## config.mk

```make
export PLATFORM = sky130hd
export DESIGN_NAME = ccr_quadrant
export DESIGN_NICKNAME = d
export VERILOG_FILES = /design/src/hdl/ccr_pkg.sv /design/src/hdl/ccr_quadrant.sv /design/src/hdl/ccr_sync.sv
export VERILOG_INCLUDE_DIRS = /design/src /design/src/hdl
export SDC_FILE = /design/constraint.sdc
export NUM_CORES = 2
export LEC_CHECK = 0
export BUFFER_PORTS_ARGS = -buffer_cell sky130_fd_sc_hd__buf_4
export CAP_MARGIN = 20
export CORE_ASPECT_RATIO = 0.8
export CORE_MARGIN = 4
export CORE_UTILIZATION = 45
export DETAILED_ROUTE_END_ITERATION = 10
export HOLD_SLACK_MARGIN = 0.1
export PLACE_DENSITY = 0.59
export SKIP_CTS_REPAIR_TIMING = 1
export SYNTH_ARGS = -nofsm -noshare
export SYNTH_HDL_FRONTEND = slang
export SYNTH_SLANG_ARGS = --single-unit
```

## constraint.sdc

```tcl
create_clock -name clk_i -period 4.04 [get_ports clk_i]
set_input_delay 0.202 -clock clk_i [delete_from_list [all_inputs] [get_ports clk_i]]
set_output_delay 0.202 -clock clk_i [all_outputs]
set_load 0.05 [all_outputs]
```

## src/hdl/ccr_cfg.svh

```systemverilog
// Constants of the quadrant charge routing model.
// Operation
// - Diode charge moved into a non-empty vertical register adds to it.
// - Each complementary horizontal cycle moves every packet one pixel, unless its last gate fall meets a row transfer edge.
// - Dark pixel reaches sense after 12 cycles, first active 24 later.
// - Packet moves under the floating gate as the last gate falls.
// - Threshold sensing leaves the packet's electron count unchanged.
`ifndef CCR_CFG_SVH
`define CCR_CFG_SVH

`define CCR_CW           16
`define CCR_NCOLS        8
`define CCR_DARK_POS     11
`define CCR_ACTIVE_POS   35
`define CCR_HREG_LEN     43
`define CCR_SWITCH_DELAY 28
`define CCR_PIPE_LEN     27
`define CCR_NSYNC        6
`define CCR_SAT          16'hFFFF

`endif

```

## src/hdl/ccr_pkg.sv

```systemverilog
// Types of the quadrant charge routing model.
`include "ccr_cfg.svh"
`default_nettype none

package ccr_pkg;

	typedef logic [`CCR_CW-1:0] ccr_charge_t;

	typedef struct packed
	{
		logic [`CCR_NSYNC-1:0] s1;
		logic [`CCR_NSYNC-1:0] s2;
	} ccr_sync_t;

	typedef struct packed
	{
		logic [`CCR_NCOLS-1:0][`CCR_CW-1:0]    vreg;
		logic [`CCR_HREG_LEN-1:0][`CCR_CW-1:0] hreg;
		logic [`CCR_PIPE_LEN-1:0][`CCR_CW-1:0] pipe;
		logic [`CCR_CW-1:0]                    fg;
		logic                                  pd_prev;
		logic                                  row_prev;
		logic                                  last_prev;
		logic                                  nsw_seen;
		logic                                  msw_seen;
		logic [`CCR_CW-1:0]                    sense;
		logic                                  sense_v;
		logic [`CCR_CW-1:0]                    low_q;
		logic                                  low_v;
		logic [`CCR_CW-1:0]                    mult_q;
		logic                                  mult_v;
	} ccr_state_t;

endpackage

`default_nettype wire

```

## src/hdl/ccr_quadrant.sv

```systemverilog
// One quadrant: vertical register, horizontal register, sense and switch.
`include "ccr_cfg.svh"
`default_nettype none

module ccr_quadrant
(
	input  wire logic                               clk_i,
	input  wire logic                               srst_i,
	input  wire logic                               vertical_phase1_top_i,
	input  wire logic                               vertical_phase1_bottom_i,
	input  wire logic                               row_transfer_i,
	input  wire logic                               horiz_last_gate_i,
	input  wire logic                               normal_path_switch_i,
	input  wire logic                               multiplier_path_switch_i,
	input  wire logic [`CCR_NCOLS-1:0][`CCR_CW-1:0] photodiode_charge_i,
	output var  logic [`CCR_CW-1:0]                 threshold_sense_output_o,
	output var  logic                               sense_valid_o,
	output var  logic [`CCR_CW-1:0]                 low_gain_output_o,
	output var  logic                               low_gain_valid_o,
	output var  logic [`CCR_CW-1:0]                 multiplier_output_o,
	output var  logic                               multiplier_valid_o
);

	// ------------------------------------------------------------------
	// Pin synchronisation.
	// ------------------------------------------------------------------
	logic [`CCR_NSYNC-1:0] pins;
	logic [`CCR_NSYNC-1:0] syn;

	assign pins = {multiplier_path_switch_i, normal_path_switch_i,
		horiz_last_gate_i, row_transfer_i,
		vertical_phase1_bottom_i, vertical_phase1_top_i};

	ccr_sync u_sync
	(
		.clk_i  (clk_i),
		.srst_i (srst_i),
		.pins_i (pins),
		.sync_o (syn)
	);

	logic pd_lvl;
	logic row_lvl;
	logic last_lvl;
	logic nsw_lvl;
	logic msw_lvl;

	assign pd_lvl   = syn[0] & syn[1];
	assign row_lvl  = syn[2];
	assign last_lvl = syn[3];
	assign nsw_lvl  = syn[4];
	assign msw_lvl  = syn[5];

	// ------------------------------------------------------------------
	// Charge arithmetic.
	// ------------------------------------------------------------------
	function automatic logic [`CCR_CW-1:0] sat_add
	(
		input logic [`CCR_CW-1:0] a,
		input logic [`CCR_CW-1:0] b
	);
		logic [`CCR_CW:0] s;
		s = {1'b0, a} + {1'b0, b};
		sat_add = s[`CCR_CW] ? `CCR_SAT : s[`CCR_CW-1:0];
	endfunction

	// ------------------------------------------------------------------
	// State.
	// ------------------------------------------------------------------
	ccr_pkg::ccr_state_t st;
	ccr_pkg::ccr_state_t next_st;

	logic pd_edge;
	logic row_edge;
	logic shift;

	assign pd_edge  = pd_lvl & ~st.pd_prev;
	assign row_edge = row_lvl & ~st.row_prev;
	assign shift    = ~last_lvl & st.last_prev;

	always_comb
	begin
		next_st           = st;
		next_st.pd_prev   = pd_lvl;
		next_st.row_prev  = row_lvl;
		next_st.last_prev = last_lvl;
		next_st.sense_v   = 1'b0;
		next_st.low_v     = 1'b0;
		next_st.mult_v    = 1'b0;
		// Photodiode charge is added to what the column already holds.
		if (pd_edge)
		begin
			for (int c = 0; c < `CCR_NCOLS; c++)
			begin
				next_st.vreg[c] = sat_add(st.vreg[c],
					photodiode_charge_i[c]);
			end
		end
		if (row_edge)
		begin
			// Prescan and dark cells ahead of the active packets.
			next_st.hreg = '0;
			for (int c = 0; c < `CCR_NCOLS; c++)
			begin
				next_st.hreg[`CCR_ACTIVE_POS + c] = st.vreg[c];
			end
			if (!pd_edge)
			begin
				next_st.vreg = '0;
			end
			else
			begin
				next_st.vreg = photodiode_charge_i;
			end
		end
		else if (shift)
		begin
			// One pixel per complete cycle, nearest packet to the gate.
			for (int i = 0; i < `CCR_HREG_LEN - 1; i++)
			begin
				next_st.hreg[i] = st.hreg[i + 1];
			end
			next_st.hreg[`CCR_HREG_LEN-1] = '0;
			next_st.fg      = st.hreg[0];
			next_st.sense   = st.hreg[0];
			next_st.sense_v = 1'b1;
			// Sensing leaves the packet intact for the switch path.
			for (int i = 0; i < `CCR_PIPE_LEN - 1; i++)
			begin
				next_st.pipe[i] = st.pipe[i + 1];
			end
			next_st.pipe[`CCR_PIPE_LEN-1] = st.fg;
			// The packet leaving the path goes where the switch pulsed.
			if (st.msw_seen && !st.nsw_seen)
			begin
				next_st.mult_q = st.pipe[0];
				next_st.mult_v = 1'b1;
			end
			else if (st.nsw_seen && !st.msw_seen)
			begin
				next_st.low_q = st.pipe[0];
				next_st.low_v = 1'b1;
			end
			next_st.nsw_seen = nsw_lvl;
			next_st.msw_seen = msw_lvl;
		end
		if (!shift)
		begin
			next_st.nsw_seen = st.nsw_seen | nsw_lvl;
			next_st.msw_seen = st.msw_seen | msw_lvl;
		end
	end

	always_ff @(posedge clk_i)
	begin
		if (srst_i)
		begin
			st <= '0;
		end
		else
		begin
			st <= next_st;
		end
	end

	assign threshold_sense_output_o = st.sense;
	assign sense_valid_o            = st.sense_v;
	assign low_gain_output_o        = st.low_q;
	assign low_gain_valid_o         = st.low_v;
	assign multiplier_output_o      = st.mult_q;
	assign multiplier_valid_o       = st.mult_v;
endmodule

`default_nettype wire

```

## src/hdl/ccr_sync.sv

```systemverilog
// Two-stage synchroniser for the gate clock and path switch pins.
`include "ccr_cfg.svh"
`default_nettype none

module ccr_sync
(
	input  wire logic                  clk_i,
	input  wire logic                  srst_i,
	input  wire logic [`CCR_NSYNC-1:0] pins_i,
	output var  logic [`CCR_NSYNC-1:0] sync_o
);

	ccr_pkg::ccr_sync_t st;
	ccr_pkg::ccr_sync_t next_st;

	always_comb
	begin
		next_st.s1 = pins_i;
		next_st.s2 = st.s1;
	end

	always_ff @(posedge clk_i)
	begin
		if (srst_i)
		begin
			st <= '0;
		end
		else
		begin
			st <= next_st;
		end
	end

	for (genvar i = 0; i < `CCR_NSYNC; i++)
	begin : g_out
		assign sync_o[i] = st.s2[i];
	end

endmodule

`default_nettype wire

```

Word-level counts from Yosys, hierarchy flattened
Index checks and enable logic that the tools add are counted.

word-level totals
  flip-flop bits (word level) = 1316
  bits of input ports = 136
  output and inout port bits = 51
  word-level logic and storage cells = 143

operators by class
  add/sub/neg operators = 8
  eq/ne operators = 1
  multiplexer cells = 19
  bitwise gates (word level) = 12
  reductions and logical operators = 12

operators with widths
  kind                  number
  $mux W1136            1
  $mux W688             1
  $mux W128             3
  $add A16 B16 Y17      8
  $mux W16              8
  $mux W53              2
  $mux W17              3
  $not A1 Y1            6
  $and A1 B1 Y1         4
  $reduce_and A4 Y1     1
  $reduce_bool A2 Y1    2
  $reduce_or A4 Y1      1
  $reduce_and A3 Y1     1
  $reduce_or A3 Y1      1
  $logic_and A1 B1 Y1   2
  $logic_not A1 Y1      2
  $mux W2               1
  $ne A2 B2 Y1 const B  1
  $or A1 B1 Y1          2
  $reduce_and A2 Y1     1
  $reduce_or A2 Y1      1

Longest topological paths before layout
  depth in word-level cells = 7
  gate-level depth with buffers = 11
  mapped depth without buffers = 10

Hierarchy
Synthesis repeated with hierarchy kept, for this count alone.

second synthesis, totals
  cell total of the unflattened synthesis = 6703
  area, all modules = 52640.5 um2

modules (own cells, without submodules)
  module        times used  cells an instance  area an instance (um2)  seq. area each (um2)
  ccr_quadrant  1           6678               52273.9                 26105.0
  ccr_sync      1           25                 366.6                   240.2

Worst setup path after synthesis
No wires, ideal clock.

  path type = register to register
  start = register st[1256] in the netlist's numbering
  end = register st[1263] in the netlist's numbering
  setup time = 0.135 ns
  arrival = 2.630 ns
  data required time = 3.905 ns
  slack = 1.275 ns
  stages on the path, launching flop included = 12
  path buffers = 1
  clock period less this slack = 2.765 ns
  path through = dfxtp_1 -> ha_1 -> fa_1 -> a21o_1 -> a21oi_1 -> nand2b_1 -> o21ai_1 -> or4_1 -> a31o_2 -> clkbuf_1 -> a211oi_1 -> a211oi_1

on the way
  longest elaborated chain between the ends = 4

RTL lines
  what                    RTL line             source
  start, declared         ccr_quadrant.sv:70   ccr_pkg::ccr_state_t st;
  start signal, assigned  ccr_quadrant.sv:162  st <= next_st;
  $add A16 B16 Y17        ccr_quadrant.sv:63   s = {1'b0, a} + {1'b0, b};
  $mux W16                ccr_quadrant.sv:64   sat_add = s[`CCR_CW] ? `CCR_SAT : s[`CCR_CW-1:0];
  $mux W128               ccr_quadrant.sv:91   if (pd_edge)
  $mux W128               ccr_quadrant.sv:99   if (row_edge)

Every way passes these cells. The select of a mux whose other input is x is not followed.
A chain may end at the register's enable or synchronous reset.

Worst setup path after layout
  start = register st[1304] in the netlist's numbering
  end = register st[1319] in the netlist's numbering

The elaborated chain is that of the path after synthesis.

==> results.md <==
* Status: finished clean
* PD cells at between 400 and 500 nW/um^2
* CP required at approximately 4.7 ns
* Final std cells w/o fill at between 8000 and 9000
* Clock Tree Buf Depth at 3
* Commonest non-fill, non-tap cell in the layout: nand2_1
* Rows at 111
* Crit path cell chain: ha_1 -> fa_1 -> a21oi_1 -> o21bai_1 -> nand3_1 -> nand3_1 -> o41ai_1 -> o21ai_1 -> nor2_1 -> a221oi_1 -> dlygate4sd3_1
* CP Max Fanout at 6
* Final antenna-violating net count at 0
* Dpl cells at 7886
* Worst path max stage delay at 0.59 ns
* CP startpoint kind: register
* Number of DRC markers in iteration 0 at ~3600
* Hold Crit Class: input port to register
* Fmax at between 0.2 and 0.3 GHz
* Hold Path End: u_sync.next_st[4]
* Port Buffers at about 190
* Leakage at 21.2 nW
* First-pass GRT wire length at roughly 200000 um
* Cell mode on critical path: nand3_1
* Crit path depth at 11
* Initial Utilization at between 40% and 50%
* Most frequent cells in the layout: nand2_1, dfxtp_1, a21oi_1
* Slew Viols, Final at 0
* Final hold vios at 0
* Seq/Total Area, Yosys at around 50%
* CTS Sinks at 1316
* Die width at 389 um
* Register bit count reported by yosys at approximately 1300
* Worst-Margin Slew at around 1.1 ns
* GRT Overall Usage at about a fifth
* Setup_tns at 0 ns
* H-Tree Depth at 4
* Worst setup EP type: register
* DIE AREA at between 100000 and 150000 um^2
* RSZ-0062 raised after global routing: false
* Syn Inst Count at about 6600
* Final period util at 91.7%
* Clk slew on worst S/H paths at 0.06 ns
* Core area at between 100000 and 150000 um^2
* Data arrival, critical path at about 4.3 ns
* Worst path top cell family by delay: compound AO/OA/AOI/OAI gates
* Gr ovfl total at 0
* Post-synth EDFFs at 0
* Synthesis-to-layout area growth at 14.8%
* Slew HR at between 20% and 30%
* Vias in the first global route at 39100
* Syn Area/Cell at ~8 um^2
* Final instance area at ~60000 um^2
* Nets at a little under 7000
* Reg2reg setup slack at about 0.34 ns
* Cell Area, Placed at roughly 54000 um^2
* TritonCTS clock tree: yes
* Count of cell types in the netlist at between 70 and 80
* Synth warn at 0
* MaxCap Viol Count at 0
* First drt pass iteration count at 7
* Critical path type: register to register
* Layout Utilization at ~52%
* Via count at between 40000 and 50000
* Initial antenna violation count at 3
* Routability-driven placement congestion ratio at 0.835
* Total length of routed wires at 126000 um
* Reg-to-reg endpoint: st[1319]
* Final setup vio count at 0
* IO Count at ~190
* DRC at 0
* Worst clock skew at roughly 0.022 ns
* Largest net degree at the start of global routing at approximately 230
* Layout cell share with drive strength beyond 1 at under 10%
* Min-Delay Path Depth at 3
* Final HPWL DP at 74700 um
* Vias per inst at about 5.3
* CP max-delay cell: dlygate4sd3_1
* Chip height at roughly 310 um
* Minimum clock period at between 3 and 4 ns
* Syn nets at 6921
* Peak supply drop at 285 uV
* Most used DFF post-synth: dfxtp_1
* Clk_lat worst skew at about 0.74 ns
* WP buf/inv at 1
* Total CTS buffers at around 140
* Root buffer cell: clkbuf_16
* Async set-or-reset flop fraction in the synthesized netlist at 0%
* Hold path start: normal_path_switch_i
* DR WL/cell at roughly 15 um
* Mapped Area at between 50000 and 60000 um^2
* RR Startpoint: st[1304]
* Worst hold slack at 0.232 ns
* Cells on worst reg2reg path at 11
[registers in the layout, indices dropped and copies added, names as in the netlist]
| signal | cells |
|---|---|
| threshold_sense_output_o | 16 |
| u_sync.sync_o | 6 |
| multiplier_output_o | 16 |
| low_gain_valid_o | 1 |
| multiplier_valid_o | 1 |
| st | 1253 |
| u_sync.next_st | 6 |
| low_gain_output_o | 16 |
| sense_valid_o | 1 |
[worst min-delay path: cells and delay by family]
family	cells	cell delay [ns]
and+or+nand+nor	1	0.12
buffers and inverters	2	0.61
[cell type report]
cell class	instances	area [um^2]
multi-input cells	4786	23800
repair buffers	378	3410
flip-flops and latches	1316	26300
clock buffers	209	4130
well taps	1525	1910
fillers	11100	55000
clock inverters	37	338
diodes	1	2.50
inverters	22	82.6
[metal layers]
metal	wire length (um)	share of wire [%]	up-vias	global-route usage (%)
met5	14	0.011	-	0
met4	2720	2.2	4	6.12
met3	5310	4.2	169	3.13
met2	53900	43	690	28.7
met1	63600	51	20500	29.5
li1	-	-	22200	-
[Yosys cell counts, drive strengths merged, types with 19 or more instances]
| cell type | instances | area share [%] |
|---|---|---|
| nand2 | 2500 | 18 |
| dfxtp | 1316 | 50 |
| a21oi | 1148 | 11 |
| clkbuf | 449 | 3.2 |
| nor2 | 196 | 1.4 |
| o21ai | 131 | 1.3 |
| ha | 128 | 3.1 |
| a311oi | 117 | 2.0 |
| buf | 76 | 0.90 |
| a21o | 67 | 0.96 |
| o221ai | 57 | 0.97 |
| xnor2 | 51 | 0.85 |
| xor2 | 47 | 0.79 |
| a211oi | 40 | 0.57 |
| a221oi | 37 | 0.63 |
| nor2b | 29 | 0.35 |
| inv | 22 | 0.16 |
| nand2b | 21 | 0.25 |
| a22oi | 20 | 0.29 |
| nor3 | 19 | 0.18 |
| o21bai | 19 | 0.27 |
[worst max-delay path by stage]
stage                                   from        to
floorplan                           st[1256]  st[1263]
global placement     photodiode_charge_i[64]  st[1270]
detailed placement  photodiode_charge_i[112]  st[1319]
CTS                                 st[1304]  st[1319]
global route                        st[1304]  st[1319]
finish                              st[1304]  st[1319]
[power breakdown]
part / total (mW) / internal (mW) / leakage, nW / switching [mW]
Clock: 12.4 / 7.25 / 2.18 / 5.15
Sequential: 13.1 / 13.1 / 10.6 / 0.0598
Combinational: 1.26 / 0.425 / 8.38 / 0.831
Total: 26.8 / 20.7 / 21.2 / 6.04
[cells by family (layout without fill, tap and decap cells)]
family                     after synthesis  after routing  share of synthesized area, %
buffers and inverters                  547            646                          4.28
other                                    0              1                             0
adders and majority gates              136            136                          3.37
xor gates and xnor gates                98             98                          1.64
DFF                                   1316           1316                          50.4
muxes                                    2              2                        0.0383
and+or+nand+nor                       2823           2823                          20.9
AOI/OAI and AO/OA                     1727           1727                          19.4
[through the flow]
step	total power [mW]	setup slack, ns
2_1_floorplan	14.1	1.28
3_3_place_gp	14.5	0.905
3_5_place_dp	14.5	0.862
4_1_cts	27.0	0.883
5_1_grt	27.8	0.0105
6_report	26.8	0.336
Power figures use the tool's default switching activity.
